### src/adc_cfg_pkg.sv
// Constants, carrier types and helpers of the converter mode config port.
// How it works
// - Sleep powers down all channels, references and the clock multiplier.
// - Conversions are flagged invalid for 2 ms after sleep is released.
// - Nap powers down chosen channels; references and multiplier stay up.
// - Strap high makes the four port pins static mode inputs.
// - Strap low makes the four pins a serial register port.
// - Chip select low starts; first 16 rising clocks sampled; high ends.
// - Read flag low writes the eight data bits to the addressed register.
// - Read flag high: data returned, register kept, input data ignored.
// - Data out is open drain and only ever pulls low.
// - Strap mode: select pin low two lanes 16-bit, high one lane 14-bit.
// - Strap mode: clock pin low 3.5 mA drive, high 1.75 mA drive.
// - Strap mode: data-in pin low normal, high sleeps the converter.
// - Strap mode: data-out pin low termination off, high termination on.
// - Writing one to bit 7 of register 0 resets; bit self-clears.
// - Soft reset clears all mode registers and briefly sleeps the core.
// - Format bit 7 set disables the duty-cycle stabilizer.
// - Format bit 6 set enables the output scrambler.
// - Format bit 5 set selects two's complement, clear offset binary.
// - Bit 4 forces sleep over all; else bits 3..0 nap channels.
// - Scrambler XORs output LSB into all other data bits.
// - In strap mode the duty-cycle stabilizer stays enabled.
// - Output is offset binary unless two's complement is selected.
`default_nettype none

package adc_cfg_pkg;

  // Timing.
  localparam int unsigned CLOCK_HZ          = 50_000_000;
  localparam int unsigned SLEEP_WAKE_MS     = 2;
  localparam int unsigned SLEEP_WAKE_CYCLES =
    SLEEP_WAKE_MS * (CLOCK_HZ / 1000);
  localparam int unsigned SOFT_RESET_CYCLES = 4;

  // Serial word layout.
  localparam int unsigned WORD_BITS = 16;
  localparam int unsigned HEAD_BITS = 8;
  localparam int unsigned ADDR_W    = 7;
  localparam int unsigned DATA_W    = 8;

  // Register offsets and reset values.
  localparam logic [6:0] ADDR_SOFT_RESET = 7'h00;
  localparam logic [6:0] ADDR_FORMAT_PD  = 7'h01;
  localparam logic [7:0] FORMAT_RESET    = 8'h00;

  // Field positions.
  localparam int unsigned RESET_BIT    = 7;
  localparam int unsigned DCS_OFF_BIT  = 7;
  localparam int unsigned SCRAMBLE_BIT = 6;
  localparam int unsigned SIGNED_BIT   = 5;
  localparam int unsigned SLEEP_BIT    = 4;
  localparam int unsigned NAP_W        = 4;

  // Sample path.
  localparam int unsigned CHANNELS = 4;
  localparam int unsigned SAMPLE_W = 14;

  typedef logic [CHANNELS-1:0][SAMPLE_W-1:0] sample_set_t;

  // Output and clock modes handed to the converter core.
  typedef struct packed {
    logic lane_single;
    logic lvds_low_current;
    logic termination_on;
    logic duty_stabilizer_disable;
    logic output_scramble_enable;
    logic signed_format_select;
  } mode_t;

  // Power controls handed to the analog core.
  typedef struct packed {
    logic [CHANNELS-1:0] channel_power_down;
    logic                reference_power_down;
    logic                pll_power_down;
  } power_t;

  // Formats one offset-binary core sample for the output pins.
  function automatic logic [SAMPLE_W-1:0] format_sample(
    input logic [SAMPLE_W-1:0] raw,
    input logic                signed_sel,
    input logic                scramble);
    logic [SAMPLE_W-1:0] r;
    r = signed_sel ? {~raw[SAMPLE_W-1], raw[SAMPLE_W-2:0]} : raw;
    if (scramble)
    begin
      r[SAMPLE_W-1:1] = r[SAMPLE_W-1:1] ^ {(SAMPLE_W-1){r[0]}};
    end
    return r;
  endfunction : format_sample

endpackage : adc_cfg_pkg

`default_nettype wire

### src/cfg_reg_file.sv
// Mode control register storage with a registered read port.
`timescale 1ns/1ns
`default_nettype none

module cfg_reg_file (
  // Clock and reset.
  input  wire logic                            clock,
  input  wire logic                            rst,
  // Write side.
  input  wire logic                            clear,
  input  wire logic                            wr_en,
  input  wire logic [adc_cfg_pkg::ADDR_W-1:0]  wr_addr,
  input  wire logic [adc_cfg_pkg::DATA_W-1:0]  wr_data,
  // Read side.
  input  wire logic                            rd_en,
  input  wire logic [adc_cfg_pkg::ADDR_W-1:0]  rd_addr,
  input  wire logic                            reset_busy,
  output logic      [adc_cfg_pkg::DATA_W-1:0]  rd_data,
  // Live contents.
  output logic      [adc_cfg_pkg::DATA_W-1:0]  format_value
);

  // Format register; clear wins since a soft reset must leave all zero.
  always_ff @(posedge clock or posedge rst)
  begin
    if (rst)
      format_value <= adc_cfg_pkg::FORMAT_RESET;
    else if (clear)
      format_value <= adc_cfg_pkg::FORMAT_RESET;
    else if (wr_en && wr_addr == adc_cfg_pkg::ADDR_FORMAT_PD)
      format_value <= wr_data;
  end

  // Read data; the reset register shows only its busy bit, others read 0.
  always_ff @(posedge clock or posedge rst)
  begin
    if (rst)
      rd_data <= '0;
    else if (rd_en)
    begin
      case (rd_addr)
        adc_cfg_pkg::ADDR_SOFT_RESET:
          rd_data <= {reset_busy, 7'h00};
        adc_cfg_pkg::ADDR_FORMAT_PD:
          rd_data <= format_value;
        default:
          rd_data <= '0;
      endcase
    end
  end

endmodule : cfg_reg_file

`default_nettype wire

### src/adc_mode_config_port.sv
// Strap or serial mode configuration port of the quad converter.
`timescale 1ns/1ns
`default_nettype none

module adc_mode_config_port #(
  parameter int unsigned WAKE_CYCLES = adc_cfg_pkg::SLEEP_WAKE_CYCLES
) (
  // Clock and reset.
  input  wire logic                     clock,
  input  wire logic                     rst,
  // Configuration pins.
  input  wire logic                     interface_select_strap,
  input  wire logic                     cs_n_pin,
  input  wire logic                     sck_pin,
  input  wire logic                     sdi_pin,
  input  wire logic                     sdo_in,
  output logic                          sdo_out,
  output logic                          sdo_oe,
  // Converter controls.
  output adc_cfg_pkg::mode_t            mode,
  output adc_cfg_pkg::power_t           power,
  output logic                          conversions_valid,
  // Sample path.
  input  wire adc_cfg_pkg::sample_set_t sample_in,
  output adc_cfg_pkg::sample_set_t      sample_out
);

  localparam int unsigned WAKE_W = $clog2(WAKE_CYCLES + 1);

  typedef enum logic [2:0] {
    LINK_IDLE = 3'b001,
    LINK_HEAD = 3'b010,
    LINK_BODY = 3'b100
  } link_state_t;

  link_state_t       state_reg;
  link_state_t       state_next;
  logic [4:0]        sync1_reg;
  logic [4:0]        sync2_reg;
  logic              sck_prev_reg;
  logic              cs_prev_reg;
  logic [4:0]        bit_cnt_reg;
  logic [15:0]       shift_in_reg;
  logic              read_active_reg;
  logic              load_pending_reg;
  logic [7:0]        sdo_shift_reg;
  logic              sdo_bit_reg;
  logic [2:0]        busy_cnt_reg;
  logic [WAKE_W-1:0] wake_cnt_reg;
  logic [7:0]        rd_data;
  logic [7:0]        format_value;

  logic strap_s;
  logic cs_s;
  logic sck_s;
  logic sdi_s;
  logic sdo_s;
  logic sck_rise;
  logic sck_fall;
  logic cs_fall;
  logic head_done;
  logic rd_en;
  logic commit;
  logic wr_en;
  logic soft_start;
  logic reset_busy;
  logic sleep_req;
  logic [adc_cfg_pkg::NAP_W-1:0] nap_req;

  // Every pin is foreign to this clock, so each passes two flops first.
  always_ff @(posedge clock or posedge rst)
  begin
    if (rst)
    begin
      // The select bit resets to its idle high level, so no false fall.
      sync1_reg <= 5'h08;
      sync2_reg <= 5'h08;
    end
    else
    begin
      sync1_reg <= {interface_select_strap, cs_n_pin, sck_pin, sdi_pin,
                    sdo_in};
      sync2_reg <= sync1_reg;
    end
  end

  assign strap_s = sync2_reg[4];
  assign cs_s    = sync2_reg[3];
  assign sck_s   = sync2_reg[2];
  assign sdi_s   = sync2_reg[1];
  assign sdo_s   = sync2_reg[0];

  // Previous levels for edge detection; select idles high after reset.
  always_ff @(posedge clock or posedge rst)
  begin
    if (rst)
    begin
      sck_prev_reg <= 1'b0;
      cs_prev_reg  <= 1'b1;
    end
    else
    begin
      sck_prev_reg <= sck_s;
      cs_prev_reg  <= cs_s;
    end
  end

  assign sck_rise = sck_s & ~sck_prev_reg;
  assign sck_fall = ~sck_s & sck_prev_reg;
  assign cs_fall  = ~cs_s & cs_prev_reg;

  // Header complete: the eighth rising edge is being taken right now.
  assign head_done = (state_reg == LINK_HEAD) && sck_rise &&
                     (bit_cnt_reg == 5'(adc_cfg_pkg::HEAD_BITS - 1));

  // Transfer sequencing; the serial path only exists with the strap low.
  always_comb
  begin
    state_next = state_reg;
    case (state_reg)
      LINK_IDLE:
        if (!strap_s && cs_fall)
          state_next = LINK_HEAD;
      LINK_HEAD:
        if (cs_s || strap_s)
          state_next = LINK_IDLE;
        else if (head_done)
          state_next = LINK_BODY;
      LINK_BODY:
        if (cs_s || strap_s)
          state_next = LINK_IDLE;
      default:
        state_next = LINK_IDLE;
    endcase
  end

  always_ff @(posedge clock or posedge rst)
  begin
    if (rst)
      state_reg <= LINK_IDLE;
    else
      state_reg <= state_next;
  end

  // Input shifter; edges past the sixteenth are dropped on purpose.
  always_ff @(posedge clock or posedge rst)
  begin
    if (rst)
    begin
      bit_cnt_reg  <= 5'h00;
      shift_in_reg <= 16'h0000;
    end
    else if (state_reg == LINK_IDLE)
      bit_cnt_reg <= 5'h00;
    else if (sck_rise && bit_cnt_reg < 5'(adc_cfg_pkg::WORD_BITS))
    begin
      bit_cnt_reg  <= bit_cnt_reg + 5'h01;
      shift_in_reg <= {shift_in_reg[14:0], sdi_s};
    end
  end

  // Only a full word closed by a clean select rise may write.
  assign commit = (state_reg == LINK_BODY) && cs_s && !strap_s &&
                  (bit_cnt_reg == 5'(adc_cfg_pkg::WORD_BITS));
  assign wr_en  = commit && !shift_in_reg[15];

  // Soft reset: bit 7 of register 0 starts a short self-timed pulse.
  assign soft_start = wr_en && shift_in_reg[adc_cfg_pkg::RESET_BIT] &&
                      (shift_in_reg[14:8] == adc_cfg_pkg::ADDR_SOFT_RESET);
  assign reset_busy = (busy_cnt_reg != 3'h0);

  always_ff @(posedge clock or posedge rst)
  begin
    if (rst)
      busy_cnt_reg <= 3'h0;
    else if (soft_start)
      busy_cnt_reg <= 3'(adc_cfg_pkg::SOFT_RESET_CYCLES);
    else if (reset_busy)
      busy_cnt_reg <= busy_cnt_reg - 3'h1;
  end

  // The read flag sits in bit 6 as the eighth bit arrives.
  assign rd_en = head_done && shift_in_reg[6];

  cfg_reg_file u_regs (
    .clock        (clock),
    .rst          (rst),
    .clear        (soft_start),
    .wr_en        (wr_en),
    .wr_addr      (shift_in_reg[14:8]),
    .wr_data      (shift_in_reg[7:0]),
    .rd_en        (rd_en),
    .rd_addr      ({shift_in_reg[5:0], sdi_s}),
    .reset_busy   (reset_busy),
    .rd_data      (rd_data),
    .format_value (format_value)
  );

  // Readback control; register data lands one cycle after the request.
  always_ff @(posedge clock or posedge rst)
  begin
    if (rst)
    begin
      read_active_reg  <= 1'b0;
      load_pending_reg <= 1'b0;
    end
    else
    begin
      load_pending_reg <= rd_en;
      if (state_reg == LINK_IDLE)
        read_active_reg <= 1'b0;
      else if (rd_en)
        read_active_reg <= 1'b1;
    end
  end

  // Data out changes on falling clock so the host samples it on rising.
  always_ff @(posedge clock or posedge rst)
  begin
    if (rst)
    begin
      sdo_shift_reg <= 8'h00;
      sdo_bit_reg   <= 1'b1;
    end
    else if (state_reg == LINK_IDLE)
      sdo_bit_reg <= 1'b1;
    else if (load_pending_reg)
      sdo_shift_reg <= rd_data;
    else if (read_active_reg && sck_fall)
    begin
      if (bit_cnt_reg < 5'(adc_cfg_pkg::WORD_BITS))
      begin
        sdo_bit_reg   <= sdo_shift_reg[7];
        sdo_shift_reg <= {sdo_shift_reg[6:0], 1'b0};
      end
      else
        sdo_bit_reg <= 1'b1;
    end
  end

  // Open drain: a one is only a released pin, the pull-up makes the level.
  assign sdo_out = 1'b0;
  assign sdo_oe  = ~sdo_bit_reg;

  // Power request: strap pin, or sleep bit over naps, or soft reset.
  assign sleep_req = strap_s ? sdi_s
                   : (format_value[adc_cfg_pkg::SLEEP_BIT] ||
                      reset_busy);
  assign nap_req   = (strap_s || sleep_req) ? '0
                   : format_value[adc_cfg_pkg::NAP_W-1:0];

  always_ff @(posedge clock or posedge rst)
  begin
    if (rst)
      power <= '0;
    else
    begin
      power.channel_power_down <= sleep_req ? '1 : nap_req;
      power.reference_power_down <= sleep_req;
      power.pll_power_down <= sleep_req;
    end
  end

  // Wake timer; the core is assumed unsettled right after a hard reset too.
  always_ff @(posedge clock or posedge rst)
  begin
    if (rst)
    begin
      wake_cnt_reg      <= WAKE_W'(WAKE_CYCLES);
      conversions_valid <= 1'b0;
    end
    else if (sleep_req)
    begin
      wake_cnt_reg      <= WAKE_W'(WAKE_CYCLES);
      conversions_valid <= 1'b0;
    end
    else if (wake_cnt_reg != '0)
    begin
      wake_cnt_reg      <= wake_cnt_reg - WAKE_W'(1);
      conversions_valid <= 1'b0;
    end
    else
      conversions_valid <= 1'b1;
  end

  // Modes: strap pins steer output setup, register bits steer format.
  always_ff @(posedge clock or posedge rst)
  begin
    if (rst)
      mode <= '0;
    else
    begin
      mode.lane_single      <= strap_s & cs_s;
      mode.lvds_low_current <= strap_s & sck_s;
      mode.termination_on   <= strap_s & sdo_s;
      mode.duty_stabilizer_disable <= !strap_s &&
        format_value[adc_cfg_pkg::DCS_OFF_BIT];
      mode.output_scramble_enable <= !strap_s &&
        format_value[adc_cfg_pkg::SCRAMBLE_BIT];
      mode.signed_format_select <= !strap_s &&
        format_value[adc_cfg_pkg::SIGNED_BIT];
    end
  end

  // Sample formatting, one register stage per channel.
  always_ff @(posedge clock or posedge rst)
  begin
    if (rst)
      sample_out <= '0;
    else
    begin
      for (int i = 0; i < adc_cfg_pkg::CHANNELS; i++)
      begin
        sample_out[i] <= adc_cfg_pkg::format_sample(sample_in[i],
          mode.signed_format_select,
          mode.output_scramble_enable);
      end
    end
  end

  // Checks kept next to the logic they guard.
  a_sleep_all_down: assert property (
    @(posedge clock) disable iff (rst)
    sleep_req |=> (power.channel_power_down == 4'hF &&
                   power.reference_power_down && power.pll_power_down))
    else $error("sleep left part of the converter powered");

  a_wake_holdoff: assert property (
    @(posedge clock) disable iff (rst)
    $fell(power.pll_power_down) |-> !conversions_valid [*8])
    else $error("conversions valid too soon after sleep");

  a_nap_keeps_refs: assert property (
    @(posedge clock) disable iff (rst)
    (!sleep_req && nap_req != 4'h0) |=>
      (!power.reference_power_down && !power.pll_power_down &&
       power.channel_power_down == $past(nap_req)))
    else $error("nap touched references or wrong channels");

  a_strap_pins_mode: assert property (
    @(posedge clock) disable iff (rst)
    (strap_s && $stable(strap_s)) |=>
      (mode.lane_single == $past(cs_s) &&
       mode.termination_on == $past(sdo_s) && !sdo_oe))
    else $error("strap pins not followed");

  a_edge_cap: assert property (
    @(posedge clock) disable iff (rst)
    (bit_cnt_reg == 5'h10 && sck_rise) |=> $stable(shift_in_reg))
    else $error("edge after the sixteenth was sampled");

  a_void_short: assert property (
    @(posedge clock) disable iff (rst)
    (cs_s && bit_cnt_reg != 5'h10) |-> !wr_en)
    else $error("short transfer wrote a register");

  a_read_no_write: assert property (
    @(posedge clock) disable iff (rst)
    (read_active_reg && commit) |-> !wr_en)
    else $error("readback modified a register");

  a_reset_selfclear: assert property (
    @(posedge clock) disable iff (rst)
    soft_start |=> reset_busy [*4] ##1 !reset_busy)
    else $error("soft reset bit did not clear after four cycles");

  a_reset_sleeps: assert property (
    @(posedge clock) disable iff (rst)
    soft_start |=> (format_value == 8'h00) ##1 power.pll_power_down)
    else $error("soft reset did not clear or sleep");

  a_strap_dcs_on: assert property (
    @(posedge clock) disable iff (rst)
    strap_s |=> !mode.duty_stabilizer_disable)
    else $error("stabilizer off in strap mode");

  a_scramble_lsb: assert property (
    @(posedge clock) disable iff (rst)
    (mode.output_scramble_enable && !mode.signed_format_select) |=>
      (sample_out[0][13:1] ==
       ($past(sample_in[0][13:1]) ^ {13{$past(sample_in[0][0])}})))
    else $error("scrambler output wrong");

endmodule : adc_mode_config_port

`default_nettype wire

### config.mk
export PLATFORM = sky130hd
export DESIGN_NAME = adc_mode_config_port
export DESIGN_NICKNAME = d
export VERILOG_FILES = /design/src/adc_cfg_pkg.sv /design/src/cfg_reg_file.sv /design/src/adc_mode_config_port.sv
export SDC_FILE = /design/constraint.sdc
export NUM_CORES = 1
export LEC_CHECK = 0
export ABC_AREA = 1
export BUFFER_PORTS_ARGS = -buffer_cell sky130_fd_sc_hd__buf_4
export CORE_UTILIZATION = 58
export DETAILED_ROUTE_END_ITERATION = 12
export GPL_TIMING_DRIVEN = 0
export PLACE_DENSITY = 0.86
export RECOVER_POWER = 50
export SLEW_MARGIN = 20
export SYNTH_ARGS = -nofsm -noshare
export SYNTH_HDL_FRONTEND = slang
export SYNTH_SLANG_ARGS = --single-unit
export TNS_END_PERCENT = 10
### constraint.sdc
create_clock -name clock -period 11.6 [get_ports clock]
set_clock_uncertainty 0.1 [all_clocks]
set_input_delay 0.58 -clock clock [delete_from_list [all_inputs] [get_ports clock]]
set_output_delay 0.58 -clock clock [all_outputs]
set_load 0.05 [all_outputs]
**After elaboration in Yosys (flattened, before gate mapping)**

Index checks and enable logic that the tools add are counted.

- Register bits: 151
- Bits of input ports: 63
- Word-level logic and storage cells: 135

- Add/sub/neg operators: 3
- Order comparisons: 1
- Equality and inequality tests: 11
- Multiplexer cells: 36
- Bitwise gates (word level): 19
- Reductions and logical operators: 37

Operators with widths:

| operator | count |
|---|---|
| two-way mux 14 bit | 4 |
| two-way mux 13 bit | 4 |
| XOR 13 bit | 4 |
| two-way mux 8 bit | 5 |
| two-way mux 17 bit | 2 |
| two-way mux 3 bit | 6 |
| nonzero test 17 bit | 1 |
| subtractor 17 x 1 -> 17 bit, second input constant | 1 |
| logical AND 1 bit | 16 |
| case mux 8 bit (2 select lines) | 1 |
| nonzero test 2 bit | 8 |
| == test 7 x 1 -> 1 bit, second input constant | 2 |
| logical NOT 7 bit | 2 |
| two-way mux 5 bit | 2 |
| two-way mux 1 bit | 9 |
| NOT 1 bit | 9 |
| case mux 3 bit (3 select lines) | 1 |
| two-way mux 4 bit | 2 |
| bitwise AND 1 bit | 6 |
| AND reduction 3 bit | 2 |
| adder 5 x 1 -> 5 bit, second input constant | 1 |
| == test 5 x 3 -> 1 bit, second input constant | 1 |
| == test 5 bit, second input constant | 1 |
| less-than comparator 5 bit, second input constant | 1 |
| 11 further kinds | 16 |

**Logic depth before layout (Yosys ltp)**

- Word-level depth: 8
- Gate-level depth with buffers: 10

**Modules after synthesis**

A second synthesis with hierarchy kept.

- Cell total of the unflattened synthesis: 634
- Area total of the unflattened synthesis: 6,361.1 µm²

By module, submodules not included:

| module | times used | cells each | area an instance (µm²) |
|---|---|---|---|
| adc_mode_config_port | 1 | 545 | 5,587.9 |
| cfg_reg_file | 1 | 89 | 773.2 |

**Worst setup path after synthesis**

No wires, ideal clock.

- Path type: register -> register
- From: reg wake_cnt_reg[0]
- To: reg wake_cnt_reg[11]
- Setup time: 122 ps
- Arrival: 1,395 ps
- Setup slack: 9,983 ps
- Stages on the path, launching flop included: 8
- Buffers on the path: 0
- Cell sequence: dfrtp_1 -> inv_1 -> ha_1 -> nand2_1 -> nor2_2 -> nand3_2 -> nor2_4 -> nor2_1

- Longest elaborated chain between the ends: 3

RTL lines:

| item | RTL line | RTL |
|---|---|---|
| start, declared | adc_mode_config_port.sv:49 | `logic [WAKE_W-1:0] wake_cnt_reg;` |
| start signal, assigned | adc_mode_config_port.sv:269 | `wake_cnt_reg <= WAKE_W'(WAKE_CYCLES);` |
| start signal, assigned | adc_mode_config_port.sv:274 | `wake_cnt_reg <= WAKE_W'(WAKE_CYCLES);` |
| start signal, assigned | adc_mode_config_port.sv:279 | `wake_cnt_reg <= wake_cnt_reg - WAKE_W'(1);` |
| subtractor 17 x 1 -> 17 bit | adc_mode_config_port.sv:279 |  |
| two-way mux 17 bit | adc_mode_config_port.sv:277 | `else if (wake_cnt_reg != '0)` |
| two-way mux 17 bit | adc_mode_config_port.sv:272 | `else if (sleep_req)` |

Several ways; a longest one is shown, not always the timed one. The select of a mux whose other input is x is not followed.
A chain may end at the register's enable or synchronous reset.

==> flow_metrics.tcl <==
set metrics [dict create \
    cp_max_fo 86 \
    arrival_ps 5210 \
    synth_top_area_share_pct 56.8 \
    synth_edf_count 0 \
    vias_per_cell 5.30 \
    holdBufCountCts 0 \
    required_ps 11380 \
    synth_area_leaders "dfrtp_1 57%, xnor2_1 7.5%, nand2_1 7.3%" \
    post-cts-setup-buffer-count 0 \
    cts_tree "yes" \
    final_layout_size_suffix_gt1_share_pct 26.5 \
    cts_root_buf "clkbuf_8" \
    dpl_cell_area_um2 7370 \
    min_period_ps 5430 \
    hold_path.class "in -> reg" \
    p_per_area_nw_per_um2 184 \
    post_drt_wl_per_cell_um 15.4 \
    drc 0 \
    worst_pin_slew_ps 3510 \
    rows 37 \
    start_util_pct 59.8 \
    n_antenna_cell 0 \
    largest_register_ffs 56 \
    cts_resized 0 \
    setup_violations 0 \
    rsz0062_at_grt "false" \
    gp_congestion 0.851 \
    die_area_um2 11100 \
    slew_headroom_pct -135 \
    drv_slew 154 \
    grt_max_degree 87 \
    drt_iter0_markers 351 \
    violations "capacitance limit, slew limit" \
    final-hold-violation-count 0 \
    yosys_warnings 0 \
    ys_types 34 \
    clock-sinks 151 \
    portBuffers 132 \
    grt.overflow.total 0 \
    finalNetCount 829 \
    synth_async_sr_flop_share_pct 100 \
    dr.pass1.iters 5 \
    yosys.area.top_type "dfrtp_1" \
    endpoint_kind "asynchronous set/reset pin" \
    fin_setup_tns_ps 0 \
    ys_ff_latch 151 \
    crit_path_start_kind "input pin" \
    critPathKind "in -> async" \
    syn_area_um2 6170 \
    core_um2 10300 \
    ios 134 \
    cts_buffer_depth 2 \
    die_h_um 105 \
    synth_cells 609 \
    wl_mm 14.0 \
    synth_fp_nets 677 \
    path_clk_slew_ps 60 \
    grt_first_pass_wirelength_mm 23.3 \
    ant_nets 0 \
    num_vias 4820 \
    yosysSeqAreaShare_pct 61.5 \
    htreeDepth 4 \
    p_leak_nw 3.89 \
    vdd_ir_drop_max_mv 0.162 \
    dp_hpwl_mm 9.21 \
    grt.total_usage_pct 27.6 \
    synthFlopType "dfrtp_1" \
    finalCritPeriodShare_pct 46.8 \
    syn_area_per_cell_um2 10.1 \
    insertion_delay_ps 530 \
    antenna_found_initial 0 \
    cts_buffers 17 \
    fmax_mhz 184 \
    drv_cap 2 \
    status "finished, violations left" \
    grt_pass1_vias 4925 \
    syn2layout_area_growth_pct 29.4 \
    die_w_um 105 \
    stdcell_area_um2 7990 \
]
critical path, cell delays in order:
cell and delay, ps:
clkbuf_4 110, clkinvlp_2 1970, clkbuf_1 2480
routing by layer:
metal  vias up  wire length (µm)  global-route usage [%]
li1       2226                 -                       -
met1      2341              5420                    32.8
met2       211              7360                    46.6
met3        42               864                    8.67
met4         0               361                    11.3
met5         -                 0                       0
cell usage in the layout (no fill, tap or decap), drive strengths merged:
| master | count |
|---|---|
| a31oi | 1 |
| dfrtp | 140 |
| nor3b | 1 |
| clkinvlp | 3 |
| o22ai | 1 |
| conb | 1 |
| mux2i | 7 |
| clkinv | 3 |
| nand2 | 121 |
| nand4 | 9 |
| o31ai | 3 |
| nand3 | 41 |
| or2 | 4 |
| nor3 | 9 |
| a21oi | 7 |
| clkbuf | 34 |
| bufinv | 5 |
| o21ai | 46 |
| xnor2 | 53 |
| inv | 66 |
| dfstp | 11 |
| buf | 137 |
| ha | 5 |
| nand3b | 2 |
| nor2 | 58 |
| xor2 | 5 |
| o21bai | 1 |
path summary, 6_finish.rpt:
path | to | slack, ps | depth (start not counted) | start
worst max register to register | wake_cnt_reg[11] | 9540 | 7 | wake_cnt_reg[0]
min in group asynchronous | sample_out[13] | 1000 | 2 | rst
max in group clock | wake_cnt_reg[11] | 9540 | 7 | wake_cnt_reg[0]
worst min register to register | sync2_reg[4] | 250 | 0 | sync1_reg[4]
worst min-delay path | sync1_reg[3] | 60 | 1 | cs_n_pin
worst max-delay path | shift_in_reg[15] | 6170 | 3 | rst
cells in the mapped netlist (all sizes together), types with 2 or more instances:
| cell | count |
|---|---|
| a21oi | 7 |
| buf | 16 |
| dfrtp | 140 |
| dfstp | 11 |
| ha | 5 |
| inv | 66 |
| mux2i | 7 |
| nand2 | 121 |
| nand3 | 41 |
| nand3b | 2 |
| nand4 | 9 |
| nor2 | 58 |
| nor3 | 9 |
| o21ai | 46 |
| o31ai | 3 |
| or2 | 4 |
| xnor2 | 53 |
| xor2 | 5 |
through the flow:
stage                     cells  hold slack, ps  total power (W)  setup slack, ps  utilization [%]
after floorplan             609             231         0.000787             6870                -
after global placement      877             235         0.000857             5550             71.0
after detailed placement    878             236         0.000870             9670             71.3
after CTS                   910            33.5          0.00148             9580             77.7
after global routing        910            36.0          0.00153             4950             77.4
final                       910            57.4          0.00147             6170             77.4
power breakdown:
part | total, W | internal, W | switching [W]
Clock | 0.000602 | 0.000389 | 0.000213
Sequential | 0.000619 | 0.000582 | 0.0000369
Combinational | 0.000252 | 0.0000810 | 0.000171
Total | 0.00147 | 0.00105 | 0.000421
layout make-up:
| class | count | area, µm² |
|---|---|---|
| repair buffers | 133 | 995 |
| fillers | 614 | 2340 |
| flip-flops and latches | 151 | 3790 |
| plain buffers | 17 | 96.3 |
| well taps | 136 | 170 |
| clock inverters | 11 | 193 |
| clock buffers | 21 | 459 |
| multi-input cells | 375 | 2030 |
| inverters | 66 | 249 |
cell families (layout without fill, tap and decap cells):
| logic type | after synthesis | in the layout | share of synthesized area, % |
|---|---|---|---|
| adder cells (fa/ha/maj) | 5 | 5 | 1.01 |
| AO/OA/AOI/OAI | 59 | 59 | 5.05 |
| other | 1 | 1 | 0.0608 |
| multiplexers | 7 | 7 | 1.14 |
| buffers and inverters | 83 | 248 | 5.60 |
| XOR/XNOR | 58 | 58 | 8.23 |
| flip-flops | 151 | 151 | 61.5 |
| AND/OR/NAND/NOR | 245 | 245 | 17.4 |
Note: power is estimated with default switching activity, not from simulation.
